$ cat config.mk
export PLATFORM = sky130hd
export DESIGN_NAME = pbxh_init_ctrl
export DESIGN_NICKNAME = d
export VERILOG_FILES = /design/src/verilog/pbxh_pkg.sv /design/src/verilog/pbxh_dbus_if.sv /design/src/verilog/pbxh_dbus_engine.sv /design/src/verilog/pbxh_init_ctrl.sv
export SDC_FILE = /design/constraint.sdc
export NUM_CORES = 1
export LEC_CHECK = 0
export BUFFER_PORTS_ARGS = -buffer_cell sky130_fd_sc_hd__clkbuf_2
export CELL_PAD_IN_SITES_DETAIL_PLACEMENT = 0
export CELL_PAD_IN_SITES_GLOBAL_PLACEMENT = 1
export CORE_AREA = 10 10 191 193
export DETAILED_ROUTE_END_ITERATION = 10
export DIE_AREA = 0 0 201 203
export PLACE_DENSITY_LB_ADDON = 0.08
export SYNTH_ARGS = -nofsm -noshare
export SYNTH_HDL_FRONTEND = slang
export SYNTH_SLANG_ARGS = --single-unit
$ cat constraint.sdc
create_clock -name mclk -period 13.7 [get_ports mclk]
set_input_delay 0.685 -clock mclk [delete_from_list [all_inputs] [get_ports mclk]]
set_output_delay 0.685 -clock mclk [all_outputs]
set_load 0.05 [all_outputs]
$ cat src/verilog/pbxh_pkg.sv
package pbxh_pkg;
	// software-facing register offsets (byte addresses)
	localparam logic [7:0] REG_CTRL     = 8'h00;
	localparam logic [7:0] REG_HDLC     = 8'h04;
	localparam logic [7:0] REG_ADDR     = 8'h08;
	localparam logic [7:0] REG_ARB      = 8'h0c;
	localparam logic [7:0] REG_OPT      = 8'h10;
	localparam logic [7:0] REG_STATUS   = 8'h14;
	localparam int         NUM_CFG      = 5;
	localparam logic [31:0] CFG_RESET   = 32'h0000_0000;
	// control register fields
	localparam int CTRL_START    = 0;
	localparam int CTRL_TS_LOWZ  = 1;
	localparam int CTRL_PCM_REL  = 2;
	localparam int CTRL_HWY_REL  = 3;
	localparam int CTRL_DRV_OD   = 4;
	localparam int CTRL_AUTO     = 5;
	localparam int CTRL_ONE_BYTE = 6;
	localparam int CTRL_BUS_CFG  = 7;
	// status register fields
	localparam int ST_BUSY = 0;
	localparam int ST_DONE = 1;
	localparam int ST_SYNC = 2;
	// device register addresses on its parallel port
	localparam logic [7:0] DEV_OPERATION_MODE_REG = 8'h00;
	localparam logic [7:0] DEV_MDAT = 8'h01;
	localparam logic [7:0] DEV_MCTL = 8'h02;
	localparam logic [7:0] DEV_STAT = 8'h03;
	localparam logic [7:0] DEV_MODE = 8'h20;
	localparam logic [7:0] DEV_RECV_ADDR_HIGH_1 = 8'h21;
	localparam logic [7:0] DEV_RECV_ADDR_HIGH_2 = 8'h22;
	localparam logic [7:0] DEV_RECV_ADDR_LOW_1 = 8'h23;
	localparam logic [7:0] DEV_RECV_ADDR_LOW_2 = 8'h24;
	localparam logic [7:0] DEV_XMIT_ADDR_1 = 8'h25;
	localparam logic [7:0] DEV_XMIT_ADDR_2 = 8'h26;
	localparam logic [7:0] DEV_CFG2 = 8'h27;
	localparam logic [7:0] DEV_CFG1 = 8'h28;
	localparam logic [7:0] DEV_MASK = 8'h29;
	localparam logic [7:0] DEV_RLEN = 8'h2a;
	localparam logic [7:0] DEV_CMD  = 8'h2b;
	localparam logic [7:0] DEV_XDST = 8'h30;
	localparam logic [7:0] DEV_AMOD = 8'h31;
	localparam logic [7:0] DEV_CHEN = 8'h32;
	// device register values and field positions
	localparam logic [7:0] OPERATION_MODE_REG_NORMAL   = 8'hc0;
	localparam int         OPERATION_MODE_REG_PSB      = 5;
	localparam int         OPERATION_MODE_REG_COS      = 3;
	localparam int         OPERATION_MODE_REG_MONITOR_HANDSHAKE_SELECT     = 2;
	localparam int         OPERATION_MODE_REG_CSB      = 1;
	localparam logic [7:0] MOC_TS_ALL    = 8'h68;
	localparam logic [7:0] TS_ALL_HIGHZ  = 8'h00;
	localparam logic [7:0] TS_ALL_LOWZ   = 8'h0f;
	localparam logic [7:0] CMD_TXRX_RST  = 8'hc1;
	localparam int         STATUS_REG_BUSY_BIT = 6;
	localparam int         STATUS_REG_SYNC_BIT = 5;
	// timing
	localparam logic [10:0] RCL_BULK_CYC = 11'd1035;
	localparam int CLK_NS        = 10;
	localparam int STROBE_NS     = 80;
	localparam int GAP_NS        = 40;
	localparam logic [3:0] STROBE_CYC = 4'((STROBE_NS + CLK_NS - 1) / CLK_NS);
	localparam logic [3:0] GAP_CYC    = 4'((GAP_NS + CLK_NS - 1) / CLK_NS);

	typedef enum logic [3:0] {
		S_IDLE  = 4'b0001,
		S_ISSUE = 4'b0010,
		S_WAIT  = 4'b0100,
		S_RCL   = 4'b1000
	} pbxh_state_e;
	typedef enum logic [2:0] {
		E_IDLE = 3'b001,
		E_STRB = 3'b010,
		E_GAP  = 3'b100
	} pbxh_eng_e;
	typedef enum logic [2:0] {K_WR, K_RD, K_POLL, K_RCL, K_SKIP, K_END} pbxh_kind_e;
	typedef struct packed {
		pbxh_kind_e kind;
		logic [7:0] addr;
		logic [7:0] data;
	} pbxh_step_s;
endpackage

$ cat src/verilog/pbxh_dbus_if.sv
interface pbxh_dbus_if;
	logic       req;
	logic       is_rd;
	logic [7:0] addr;
	logic [7:0] wdata;
	logic       done;
	logic [7:0] rdata;
	modport ctrl   (output req, is_rd, addr, wdata, input done, rdata);
	modport engine (input req, is_rd, addr, wdata, output done, rdata);
endinterface

$ cat src/verilog/pbxh_dbus_engine.sv
module pbxh_dbus_engine
	import pbxh_pkg::*;
(
	input  wire logic       mclk,         // system clock
	input  wire logic       rst_n,        // synchronised reset
	pbxh_dbus_if.engine     bus,          // access requests
	output logic [7:0]      dev_addr,     // device address
	output logic            dev_cs_n,     // chip select
	output logic            dev_rd_n,     // read strobe
	output logic            dev_wr_n,     // write strobe
	output logic [7:0]      dev_wdata,    // data driven to device
	output logic            dev_wdata_en, // data driver enable
	input  wire logic [7:0] dev_rdata     // data from device pins
);
	pbxh_eng_e  st_q;
	logic [3:0] cnt_q;
	logic [7:0] din_s1_q;
	logic [7:0] din_s2_q;

	// pins are asynchronous to mclk; strobe is long enough to cover the sync delay
	always_ff @(posedge mclk or negedge rst_n)
		if (!rst_n)
		begin
			din_s1_q <= 8'h00;
			din_s2_q <= 8'h00;
		end
		else
		begin
			din_s1_q <= dev_rdata;
			din_s2_q <= din_s1_q;
		end

	always_ff @(posedge mclk or negedge rst_n)
		if (!rst_n)
		begin
			st_q         <= E_IDLE;
			cnt_q        <= 4'h0;
			dev_addr     <= 8'h00;
			dev_cs_n     <= 1'b1;
			dev_rd_n     <= 1'b1;
			dev_wr_n     <= 1'b1;
			dev_wdata    <= 8'h00;
			dev_wdata_en <= 1'b0;
			bus.done     <= 1'b0;
			bus.rdata    <= 8'h00;
		end
		else
		begin
			bus.done <= 1'b0;
			case (st_q)
				E_IDLE:
					if (bus.req)
					begin
						st_q         <= E_STRB;
						cnt_q        <= 4'h1;
						dev_addr     <= bus.addr;
						dev_cs_n     <= 1'b0;
						dev_rd_n     <= !bus.is_rd;
						dev_wr_n     <= bus.is_rd;
						dev_wdata    <= bus.wdata;
						dev_wdata_en <= !bus.is_rd;
					end
				E_STRB:
					if (cnt_q == STROBE_CYC)
					begin
						st_q      <= E_GAP;
						cnt_q     <= 4'h1;
						dev_cs_n  <= 1'b1;
						dev_rd_n  <= 1'b1;
						dev_wr_n  <= 1'b1;
						bus.rdata <= din_s2_q;
					end
					else
						cnt_q <= cnt_q + 4'h1;
				E_GAP:
					// data held one extra recovery period after the strobe ends
					if (cnt_q == GAP_CYC)
					begin
						st_q         <= E_IDLE;
						dev_wdata_en <= 1'b0;
						bus.done     <= 1'b1;
					end
					else
						cnt_q <= cnt_q + 4'h1;
				default:
					st_q <= E_IDLE;
			endcase
		end
endmodule

$ cat src/verilog/pbxh_init_ctrl.sv
// Summary of operation
// - bulk load 1035 reference cycles; wait busy clear
// - write hdlc mode register first, receiver active
// - write address registers per mode, high zero; in one-byte auto mode the second high byte is written from REG_ADDR instead
// - second channel config written next
// - collision input tied low point-to-point
// - optional registers written before power-up
// - first channel config written last, powers up
// - after power-up issue transmitter/receiver reset
// - arbiter configured after switch and hdlc parts
// - monitor-bit blocking uses 11xxxx01 even data
// - command-code blocking activates with 1100
// - arbiter mode and channel enables enable reception
//
// Chosen here: the placing of the registers and the AXI4-Lite slave port.
module pbxh_init_ctrl
	import pbxh_pkg::*;
(
	input  wire logic        mclk,            // system clock, 100 MHz
	input  wire logic        resetn,          // asynchronous reset, active low
	input  wire logic [7:0]  s_axi_awaddr,    // write address
	input  wire logic        s_axi_awvalid,   // write address valid
	output logic             s_axi_awready,   // write address ready
	input  wire logic [31:0] s_axi_wdata,     // write data
	input  wire logic [3:0]  s_axi_wstrb,     // write byte strobes
	input  wire logic        s_axi_wvalid,    // write data valid
	output logic             s_axi_wready,    // write data ready
	output logic [1:0]       s_axi_bresp,     // write response
	output logic             s_axi_bvalid,    // write response valid
	input  wire logic        s_axi_bready,    // write response ready
	input  wire logic [7:0]  s_axi_araddr,    // read address
	input  wire logic        s_axi_arvalid,   // read address valid
	output logic             s_axi_arready,   // read address ready
	output logic [31:0]      s_axi_rdata,     // read data
	output logic [1:0]       s_axi_rresp,     // read response
	output logic             s_axi_rvalid,    // read data valid
	input  wire logic        s_axi_rready,    // read data ready
	input  wire logic        reference_clock, // highway reference clock pin
	output logic [7:0]       dev_addr,        // device address
	output logic             dev_cs_n,        // device chip select
	output logic             dev_rd_n,        // device read strobe
	output logic             dev_wr_n,        // device write strobe
	output logic [7:0]       dev_wdata,       // device data out
	output logic             dev_wdata_en,    // device data drive enable
	input  wire logic [7:0]  dev_rdata,       // device data in
	output logic             col_det_low      // hold collision input low
);
	logic        rst_s1_q;
	logic        rst_n;
	logic [31:0] regs_q [NUM_CFG];
	logic        aw_got_q;
	logic        w_got_q;
	logic [7:0]  awaddr_q;
	logic [31:0] wdata_q;
	logic [3:0]  wstrb_q;
	logic [2:0]  widx;
	logic        wmap;
	logic [2:0]  ridx;
	logic        start_q;
	pbxh_state_e state_q;
	logic [4:0]  step_q;
	pbxh_step_s  cur;
	logic        done_q;
	logic [7:0]  status_reg_q;
	logic        rcl_s1_q;
	logic        rcl_s2_q;
	logic        rcl_s3_q;
	logic        rcl_rise;
	logic [10:0] rcl_cnt_q;
	logic        seen_mode_q;
	logic        seen_cfg2_q;
	logic        seen_cfg1_q;
	logic        iss_wr;
	logic [7:0]  operation_mode_reg_final;
	logic [31:0] ctrl;
	logic [31:0] status;

	pbxh_dbus_if bus ();

	pbxh_dbus_engine u_engine (
		.mclk         (mclk),
		.rst_n        (rst_n),
		.bus          (bus.engine),
		.dev_addr     (dev_addr),
		.dev_cs_n     (dev_cs_n),
		.dev_rd_n     (dev_rd_n),
		.dev_wr_n     (dev_wr_n),
		.dev_wdata    (dev_wdata),
		.dev_wdata_en (dev_wdata_en),
		.dev_rdata    (dev_rdata)
	);

	// release of reset is synchronised; assertion stays asynchronous
	always_ff @(posedge mclk or negedge resetn)
		if (!resetn)
		begin
			rst_s1_q <= 1'b0;
			rst_n    <= 1'b0;
		end
		else
		begin
			rst_s1_q <= 1'b1;
			rst_n    <= rst_s1_q;
		end

	assign ctrl = regs_q[0];
	assign widx = awaddr_q[4:2];
	assign wmap = (awaddr_q[7:5] == 3'h0) && (widx < 3'(NUM_CFG));
	assign ridx = s_axi_araddr[4:2];
	assign status = {11'h000, step_q, status_reg_q, 5'h00, status_reg_q[STATUS_REG_SYNC_BIT], done_q,
		state_q != S_IDLE};

	// axi write channel: address and data may arrive in either order
	always_ff @(posedge mclk or negedge rst_n)
		if (!rst_n)
		begin
			s_axi_awready <= 1'b0;
			s_axi_wready  <= 1'b0;
			s_axi_bvalid  <= 1'b0;
			s_axi_bresp   <= 2'b00;
			aw_got_q      <= 1'b0;
			w_got_q       <= 1'b0;
			awaddr_q      <= 8'h00;
			wdata_q       <= 32'h0000_0000;
			wstrb_q       <= 4'h0;
			start_q       <= 1'b0;
			for (int i = 0; i < NUM_CFG; i++)
				regs_q[i] <= CFG_RESET;
		end
		else
		begin
			start_q       <= 1'b0;
			s_axi_awready <= s_axi_awvalid && !s_axi_awready && !aw_got_q && !s_axi_bvalid;
			s_axi_wready  <= s_axi_wvalid && !s_axi_wready && !w_got_q && !s_axi_bvalid;
			if (s_axi_awvalid && s_axi_awready)
			begin
				aw_got_q <= 1'b1;
				awaddr_q <= s_axi_awaddr;
			end
			if (s_axi_wvalid && s_axi_wready)
			begin
				w_got_q <= 1'b1;
				wdata_q <= s_axi_wdata;
				wstrb_q <= s_axi_wstrb;
			end
			if (aw_got_q && w_got_q && !s_axi_bvalid)
			begin
				aw_got_q     <= 1'b0;
				w_got_q      <= 1'b0;
				s_axi_bvalid <= 1'b1;
				s_axi_bresp  <= (wmap || awaddr_q == REG_STATUS) ? 2'b00 : 2'b10;
				if (wmap)
					for (int b = 0; b < 4; b++)
						if (wstrb_q[b])
							regs_q[widx][b*8 +: 8] <= wdata_q[b*8 +: 8];
				// a start while a sequence runs is dropped, not queued
				if (wmap && widx == 3'h0 && wstrb_q[0] && wdata_q[CTRL_START])
					start_q <= (state_q == S_IDLE);
			end
			else if (s_axi_bvalid && s_axi_bready)
				s_axi_bvalid <= 1'b0;
		end

	// axi read channel
	always_ff @(posedge mclk or negedge rst_n)
		if (!rst_n)
		begin
			s_axi_arready <= 1'b0;
			s_axi_rvalid  <= 1'b0;
			s_axi_rdata   <= 32'h0000_0000;
			s_axi_rresp   <= 2'b00;
		end
		else
		begin
			s_axi_arready <= s_axi_arvalid && !s_axi_arready && !s_axi_rvalid;
			if (s_axi_arvalid && s_axi_arready)
			begin
				s_axi_rvalid <= 1'b1;
				s_axi_rresp  <= 2'b00;
				if (s_axi_araddr[7:5] != 3'h0 || s_axi_araddr[1:0] != 2'b00)
				begin
					s_axi_rdata <= 32'h0000_0000;
					s_axi_rresp <= 2'b10;
				end
				else if (ridx == 3'h0)
					s_axi_rdata <= {ctrl[31:1], 1'b0};
				else if (ridx < 3'(NUM_CFG))
					s_axi_rdata <= regs_q[ridx];
				else if (s_axi_araddr == REG_STATUS)
					s_axi_rdata <= status;
				else
				begin
					s_axi_rdata <= 32'h0000_0000;
					s_axi_rresp <= 2'b10;
				end
			end
			else if (s_axi_rvalid && s_axi_rready)
				s_axi_rvalid <= 1'b0;
		end

	// reference clock is only sampled; its edges pace the bulk-load wait
	always_ff @(posedge mclk or negedge rst_n)
		if (!rst_n)
		begin
			rcl_s1_q <= 1'b0;
			rcl_s2_q <= 1'b0;
			rcl_s3_q <= 1'b0;
		end
		else
		begin
			rcl_s1_q <= reference_clock;
			rcl_s2_q <= rcl_s1_q;
			rcl_s3_q <= rcl_s2_q;
		end
	assign rcl_rise = rcl_s2_q && !rcl_s3_q;

	always_ff @(posedge mclk or negedge rst_n)
		if (!rst_n)
			rcl_cnt_q <= 11'h000;
		else if (state_q != S_RCL)
			rcl_cnt_q <= 11'h000;
		else if (rcl_rise && rcl_cnt_q != RCL_BULK_CYC)
			rcl_cnt_q <= rcl_cnt_q + 11'h001;

	// pcm drivers stay floating until the very last mode write
	assign operation_mode_reg_final = OPERATION_MODE_REG_NORMAL
		| (ctrl[CTRL_PCM_REL] ? 8'(1 << OPERATION_MODE_REG_PSB) : 8'h00)
		| (ctrl[CTRL_DRV_OD] ? 8'(1 << OPERATION_MODE_REG_COS) : 8'h00)
		| 8'(1 << OPERATION_MODE_REG_MONITOR_HANDSHAKE_SELECT)
		| (ctrl[CTRL_HWY_REL] ? 8'(1 << OPERATION_MODE_REG_CSB) : 8'h00);

	// access sequence
	always_comb
	begin
		cur = '{K_END, 8'h00, 8'h00};
		case (step_q)
			5'd0:  cur = '{K_WR, DEV_OPERATION_MODE_REG, OPERATION_MODE_REG_NORMAL};
			5'd1:  cur = '{K_WR, DEV_MDAT, ctrl[CTRL_TS_LOWZ] ? TS_ALL_LOWZ : TS_ALL_HIGHZ};
			5'd2:  cur = '{K_WR, DEV_MCTL, MOC_TS_ALL};
			5'd3:  cur = '{K_RCL, 8'h00, 8'h00};
			5'd4:  cur = '{K_POLL, DEV_STAT, 8'h00};
			5'd5:  cur = '{K_WR, DEV_MODE, regs_q[1][7:0]};
			5'd6:  cur = '{K_WR, DEV_RECV_ADDR_HIGH_1, ctrl[CTRL_ONE_BYTE] ? 8'h00 : regs_q[2][7:0]};
			5'd7:  cur = '{K_WR, DEV_RECV_ADDR_HIGH_2, (ctrl[CTRL_ONE_BYTE] && !ctrl[CTRL_AUTO])
				? 8'h00 : regs_q[2][15:8]};
			5'd8:  cur = '{K_WR, DEV_RECV_ADDR_LOW_1, regs_q[2][23:16]};
			5'd9:  cur = '{K_WR, DEV_RECV_ADDR_LOW_2, regs_q[2][31:24]};
			5'd10: cur = '{ctrl[CTRL_AUTO] ? K_WR : K_SKIP, DEV_XMIT_ADDR_1, ctrl[23:16]};
			5'd11: cur = '{ctrl[CTRL_AUTO] ? K_WR : K_SKIP, DEV_XMIT_ADDR_2, ctrl[31:24]};
			5'd12: cur = '{K_WR, DEV_CFG2, regs_q[1][15:8]};
			5'd13: cur = '{K_WR, DEV_MASK, regs_q[1][31:24]};
			5'd14: cur = '{K_WR, DEV_RLEN, regs_q[4][7:0]};
			5'd15: cur = '{K_WR, DEV_CFG1, regs_q[1][23:16]};
			5'd16: cur = '{K_WR, DEV_CMD, CMD_TXRX_RST};
			5'd17: cur = '{K_WR, DEV_XDST, regs_q[3][7:0]};
			5'd18: cur = '{K_WR, DEV_AMOD, regs_q[3][15:8]};
			5'd19: cur = '{K_WR, DEV_CHEN, regs_q[3][23:16]};
			5'd20: cur = '{K_WR, DEV_OPERATION_MODE_REG, operation_mode_reg_final};
			5'd21: cur = '{K_RD, DEV_STAT, 8'h00};
			default: cur = '{K_END, 8'h00, 8'h00};
		endcase
	end

	always_ff @(posedge mclk or negedge rst_n)
		if (!rst_n)
		begin
			state_q   <= S_IDLE;
			step_q    <= 5'd0;
			done_q    <= 1'b0;
			status_reg_q    <= 8'h00;
			bus.req   <= 1'b0;
			bus.is_rd <= 1'b0;
			bus.addr  <= 8'h00;
			bus.wdata <= 8'h00;
		end
		else
		begin
			bus.req <= 1'b0;
			case (state_q)
				S_IDLE:
					if (start_q)
					begin
						state_q <= S_ISSUE;
						step_q  <= 5'd0;
						done_q  <= 1'b0;
					end
				S_ISSUE:
					case (cur.kind)
						K_WR, K_RD, K_POLL:
						begin
							bus.req   <= 1'b1;
							bus.is_rd <= (cur.kind != K_WR);
							bus.addr  <= cur.addr;
							bus.wdata <= cur.data;
							state_q   <= S_WAIT;
						end
						K_RCL:
							state_q <= S_RCL;
						K_SKIP:
							step_q <= step_q + 5'd1;
						default:
						begin
							state_q <= S_IDLE;
							done_q  <= 1'b1;
						end
					endcase
				S_WAIT:
					if (bus.done)
					begin
						state_q <= S_ISSUE;
						if (cur.kind == K_RD)
							status_reg_q <= bus.rdata;
						// keep polling while the bulk operation is running
						if (!(cur.kind == K_POLL && bus.rdata[STATUS_REG_BUSY_BIT]))
							step_q <= step_q + 5'd1;
					end
				S_RCL:
					if (rcl_cnt_q == RCL_BULK_CYC)
					begin
						state_q <= S_ISSUE;
						step_q  <= step_q + 5'd1;
					end
				default:
					state_q <= S_IDLE;
			endcase
		end

	// point-to-point without modem clear-to-send needs the input grounded
	always_ff @(posedge mclk or negedge rst_n)
		if (!rst_n)
			col_det_low <= 1'b1;
		else
			col_det_low <= !ctrl[CTRL_BUS_CFG];

	assign iss_wr = (state_q == S_ISSUE) && (cur.kind == K_WR);

	always_ff @(posedge mclk or negedge rst_n)
		if (!rst_n)
		begin
			seen_mode_q <= 1'b0;
			seen_cfg2_q <= 1'b0;
			seen_cfg1_q <= 1'b0;
		end
		else if (start_q)
		begin
			seen_mode_q <= 1'b0;
			seen_cfg2_q <= 1'b0;
			seen_cfg1_q <= 1'b0;
		end
		else if (iss_wr)
		begin
			seen_mode_q <= seen_mode_q || cur.addr == DEV_MODE;
			seen_cfg2_q <= seen_cfg2_q || cur.addr == DEV_CFG2;
			seen_cfg1_q <= seen_cfg1_q || cur.addr == DEV_CFG1;
		end
endmodule

Word level (Yosys, flattened, before mapping)
Index checks and enable logic that the tools add are counted.
{"block": "word_totals", "register_bits": 353, "out_inout_bits": 62, "word_cells": 267}
{"block": "op_classes", "n_mux": 89, "eq_ne": 51, "bitwise_logic": 4, "n_addsub": 3, "reduce_logical": 69, "n_lt_le_gt_ge": 5}
{"operator": "2-to-1 mux 160 bit", "n": 10}
{"operator": "bitwise mux 160 bit", "n": 4}
{"operator": "one-hot mux 19 bit (22 select lines)", "n": 1}
{"operator": "demux 32 bit (select 3 bit)", "n": 4}
{"operator": "2-to-1 mux 32 bit", "n": 6}
{"operator": "binary-select mux 32 bit (select 3 bit)", "n": 1}
{"operator": "equality test 5 x 4 -> 1 bit (second input constant)", "n": 8}
{"operator": "2-to-1 mux 4 bit", "n": 8}
{"operator": "equality test 5 bit (second input constant)", "n": 6}
{"operator": "2-to-1 mux 5 bit", "n": 5}
{"operator": "logical AND 1 bit", "n": 24}
{"operator": "2-to-1 mux 24 bit", "n": 1}
{"operator": "2-to-1 mux 8 bit", "n": 3}
{"operator": "one-hot mux 4 bit (3 select lines)", "n": 2}
{"operator": "2-to-1 mux 11 bit", "n": 2}
{"operator": "2-to-1 mux 1 bit", "n": 21}
{"operator": "2-to-1 mux 21 bit", "n": 1}
{"operator": "equality test 5 x 3 -> 1 bit (second input constant)", "n": 4}
{"operator": "one-hot mux 5 bit (4 select lines)", "n": 1}
{"operator": "AND reduction 3 bit", "n": 6}
{"operator": "nonzero test 2 bit", "n": 9}
{"operator": "equality test 8 x 5 -> 1 bit (second input constant)", "n": 2}
{"operator": "2-to-1 mux 16 bit", "n": 1}
{"operator": "one-hot mux 4 bit (4 select lines)", "n": 1}
{"operator": "other kinds (40)", "n": 90}

Depth between registers and ports, before layout
{"block": "depth", "word_depth": 19, "mapped_depth": 13, "depth_no_buf": 9}

By module
From an unflattened synthesis, not the netlist that was laid out.
{"block": "unflattened", "cells_unflattened": 1307, "hier_area_um2": 15954.1}
{"mod": "pbxh_init_ctrl", "area_each_um2": 14038.5, "seq_area_each_um2": 7409.6, "cells_per_inst": 1152, "instances": 1}
{"mod": "pbxh_dbus_engine", "area_each_um2": 1915.6, "seq_area_each_um2": 1306.3, "cells_per_inst": 155, "instances": 1}

Least setup slack after synthesis
No wires, ideal clock.
{"block": "synth_timing", "path_kind": "reg2reg", "from": "register step_q[2]", "to": "register bus.wdata[1]", "stages_incl_launch_ff": 14, "t_required_ns": 13.575, "period_less_slack_ns": 3.093, "slack_ns": 10.607, "n_path_buf": 6, "arrival_ns": 2.967, "path_cell_list": "dfrtp_1 -> buf_2 -> buf_2 -> buf_1 -> clkbuf_1 -> and3_1 -> ha_1 -> buf_1 -> a211o_1 -> nor3_2 -> a21oi_2 -> o21ai_4 -> buf_8 -> mux2_4"}
{"block": "synth_between", "elab_chain_cells": 5, "word_cells_on_any_way": 28}
{"element": "from (decl)", "line": "pbxh_init_ctrl.sv:61", "source": "logic [4:0] step_q;"}
{"element": "from (signal assigned)", "line": "pbxh_init_ctrl.sv:300", "source": "step_q <= step_q + 5'd1;"}
{"element": "from (signal assigned)", "line": "pbxh_init_ctrl.sv:315", "source": "step_q <= step_q + 5'd1;"}
{"element": "from (signal assigned)", "line": "pbxh_init_ctrl.sv:321", "source": "step_q <= step_q + 5'd1;"}
{"element": "equality test 5 bit, or another cell as far along", "line": "pbxh_init_ctrl.sv:236", "source": "case (step_q)"}
{"element": "one-hot mux 19 bit (22 select lines) *", "line": "pbxh_init_ctrl.sv:236"}
{"element": "equality test 3 x 1 -> 1 bit, or another cell as far along", "line": "pbxh_init_ctrl.sv:288", "source": "case (cur.kind)"}
{"element": "OR reduction 3 bit", "line": "pbxh_init_ctrl.sv:288"}
{"element": "AND reduction 2 bit (no line)"}
{"element": "to (signal assigned)", "line": "pbxh_init_ctrl.sv:294", "source": "bus.wdata <= cur.data;"}
{"element": "to (decl)", "line": "pbxh_dbus_if.sv:5", "source": "logic [7:0] wdata;"}
Mark *: on every way between the ends. The rest lies on a longest branch, timed or not.
A chain may end at the register's enable or synchronous reset.

Final worst setup path
{"block": "layout_timing", "from": "register step_q[4]", "to": "register bus.addr[2]"}
{"block": "layout_between", "elab_chain_cells": 5, "word_cells_on_any_way": 28}
{"element": "equality test 5 bit, or another cell as far along", "line": "pbxh_init_ctrl.sv:236"}
{"element": "one-hot mux 19 bit (22 select lines) *", "line": "pbxh_init_ctrl.sv:236"}
{"element": "equality test 3 x 1 -> 1 bit, or another cell as far along", "line": "pbxh_init_ctrl.sv:288"}
{"element": "OR reduction 3 bit", "line": "pbxh_init_ctrl.sv:288"}
{"element": "AND reduction 2 bit (no line)"}
{"element": "to (decl)", "line": "pbxh_dbus_if.sv:4", "source": "logic [7:0] addr;"}
Marked as above.

==> impl_results.md <==
* Status: complete, no violations
* Leading area contributor after synthesis: dfrtp_1
* Most common cell in the netlist: dfrtp_1
* Crit path largest cell delay at 0.82 ns
* # port buffers at 125
* Post-synthesis cell type count at 74
* Slew @ Worst Pin at 1.14 ns
* Final slew viol count at 0
* Sequential power share at 50.1%
* Crit path required time at 14.10 ns
* Number of non-filler instances in the completed layout at 1,886
* Gpl congestion at 0.908
* Final min period at 3.27 ns
* Synth-to-layout area growth at 14.4%
* Yosys reg bits at 346
* Pre-CTS setup slack at 10.46 ns
* Root Driver: clkbuf_16
* Pint at 1.97 mW
* Setup TNS at 0 ns
* DP Area at 0.0168 mm2
* Final Hold Viols at 0
* Clk pwr share at 38.2%
* Synth top area share at 53.7%
* RSZ-0062 raised after global routing: false
* # DRC at 0
* Max Used Layer: met4
* Worst setup EP type: flop
* Avg WL per Cell at 23.0 um
* CP Cell Sequence: inv_1 > ha_1 > a211o_1 > nor3_2 > a21oi_2 > o21ai_4 > mux2_2
* HPWL after DPL at 31.1 mm
* Final Cycle Share at 23.9%
* Reg2reg setup slack at 10.43 ns
* Antenna violations before repair at 0
* Top_reg_cell synth: dfrtp_1
* Layout cells sized above 1 at 33.9%
* Final wirelength at 43.4 mm
* Top post-synthesis cells by count: 340 x dfrtp_1, 229 x mux2_2, 109 x nand2_1, 84 x o21ai_0, 50 x a21oi_1
* GR Util All Layers at 21.1%
* Clock Pin Slew Worst Setup and Hold Paths at 0.06 ns
* Inst Count DP at 1,818
* Met3 wire len at 2.29 mm
* Boundary pin count at 130
* Final Util at 55.9%
* Psw at 0.756 mW
* Design Area, Final at 0.0181 mm2
* Die Ht at 203 um
* Async set-reset flop share out of synthesis at 100%
* Power Dens Cells at 150 mW/mm2
* Post-synthesis cell area at 0.0159 mm2
* Number of max-cap violations at 0
* Worst path slowest cell: dfrtp_1
* Seq/Total Area, Yosys at 54.7%
* Core ar. at 0.0325 mm2
* Total power at 2.73 mW
* Worst path bufs/invs at 1
* Slew margin rel. at 23.9%
* Met1 WL at 21.2 mm
* Pre-antenna DRT Iters at 7
* Htree depth at 2
* Leak at 8.49 nW
* Final setup fails at 0
* Number of synthesized flops with an enable pin at 0
* Clk_skew at 0.0211 ns
* Clk sink count at 346
* Synth warnings at 0
* Worst-Skew Late Latency at 0.52 ns
* CTS tree: yes
* First-pass GRT wire length at 68.2 mm
* Die footprint at 0.0408 mm2
* Starting Density at 48.8%
* Top delay family on crit path: compound AO/OA/AOI/OAI gates
* Ranking of synthesized cells by area: dfrtp_1 54%, mux2_2 16%, mux2i_1 3.1%, o21ai_0 2.7%, nand2_1 2.6%
* Crit Path Class: reg2reg
* Vias in the first global route at 11,100
* Fmax at 306 MHz
* Die X at 201 um
* Post_cts resized at 0
* Number of antenna diodes at 0
* Row count at 66
* Critical Path AT at 3.66 ns
* Mapped Avg Cell Area at 12.1 um2
* Routed Antenna Nets at 0
* Cells after Synth at 1,306
* Via/cell ratio at 5.75
* Total global routing overflow at 0
* Startpoint Class: flop
* Setup ws final at 10.43 ns
* NumNets Final at 1,493
* Final Hold Slack at 0.269 ns
* Crit path max fanout at 26
* TritonCTS buffer count at 38
* Sw Ratio at 27.7%
* Vias post-DR at 10,800
* Logic pwr share at 11.8%
* CTS max path bufs at 3
* VDD IR max at 0.0969 mV
* Initial DRC Count at 892
* Hold WC Path Type: in2reg
* Largest net degree at the start of global routing at 79
* Met2 wire length at 19.2 mm
==> final timing paths <==
check | endpoint | from | depth (start not counted)
worst max-delay path | bus.addr[2] | step_q[4] | 7
worst min-delay path | rcl_s1_q | reference_clock | 1
worst max register to register | bus.addr[2] | step_q[4] | 7
worst min register to register | u_engine.din_s2_q[7] | u_engine.din_s1_q[7] | 0
max in group asynchronous | regs_q[24] | rst_n | 2
min in group asynchronous | u_engine.din_s1_q[2] | rst_n | 0
==> cells by family after synthesis <==
logic type	share of synthesized area, %
mux	21.8
xor+xnor	0.387
flops	54.7
compound gates	9.29
fa+ha+maj	0.631
other cells	0.0474
buf+inv	2.53
simple gates	10.6
==> sequential cells by signal, summed over array words and instances, names as in the netlist, 4 cells and up <==
signal / flops
u_engine.din_s1_q: 8
u_engine.dev_wdata: 8
ctrl: 31
wdata_q: 32
u_engine.bus.rdata: 8
state_q: 4
u_engine.dev_addr: 6
u_engine.cnt_q: 4
bus.addr: 6
bus.wdata: 8
rcl_cnt_q: 11
wstrb_q: 4
awaddr_q: 8
status_reg_q: 8
regs_q: 128
step_q: 5
s_axi_rdata: 32
u_engine.din_s2_q: 8
==> power by group through the flow <==
stage / Combinational, mW / Sequential (mW) / Clock, mW
floorplan: 0.233 / 1.32 / 0
global placement: 0.317 / 1.37 / 0
detailed placement: 0.324 / 1.38 / 0
CTS: 0.326 / 1.36 / 1.06
global route: 0.353 / 1.39 / 1.10
finish: 0.320 / 1.37 / 1.04
==> cells in the final DEF (no fill, tap or decap), types with 6 or more instances in the layout <==
| cell type | Yosys | layout |
|---|---|---|
| dfstp_2 | 6 | 6 |
| mux4_2 | 14 | 14 |
| buf_4 | 4 | 16 |
| a21oi_1 | 50 | 50 |
| nand2_1 | 109 | 107 |
| inv_1 | 20 | 20 |
| nor2_1 | 40 | 40 |
| and3_1 | 13 | 13 |
| mux2_2 | 229 | 229 |
| ha_1 | 8 | 8 |
| dfrtp_1 | 340 | 339 |
| mux2i_1 | 49 | 49 |
| or3_1 | 7 | 7 |
| clkbuf_2 | 1 | 124 |
| a221oi_1 | 13 | 13 |
| nand4_1 | 7 | 7 |
| nor2_2 | 20 | 20 |
| clkinv_2 | 0 | 6 |
| nand3b_1 | 7 | 7 |
| o21ai_0 | 84 | 84 |
| a22oi_1 | 23 | 23 |
| clkbuf_1 | 48 | 6 |
| nand2b_1 | 11 | 11 |
| clkbuf_8 | 0 | 8 |
| nor3_1 | 8 | 8 |
| nand3_1 | 35 | 35 |
| clkbuf_16 | 0 | 38 |
| a32oi_1 | 9 | 9 |
| nor2b_1 | 25 | 25 |
| a222oi_1 | 8 | 8 |
==> area by class of cell <==
type	instances	area, um2
Sequential cell	346	8670
Tap cell	442	553
Clock inverter	15	198
Fill cell	2875	14300
Timing Repair Buffer	141	751
Multi-Input combinational cell	870	6810
Clock buffer	52	1080
Inverter	20	75.1
==> timing repair <==
item | in CTS | in global routing
endpoints found under the setup margin | 0 | 0
hold buffers | 1 | 0
buffers inserted | 0 | 0
hold endpoints to repair | 2 | 0
==> per-layer routing <==
layer	up-vias	GRT usage, %
met2	311	32.1
met4	0	4.60
met5	-	0
met1	5497	31.2
li1	4971	-
met3	57	3.34
Power figures use the tool's default switching activity.
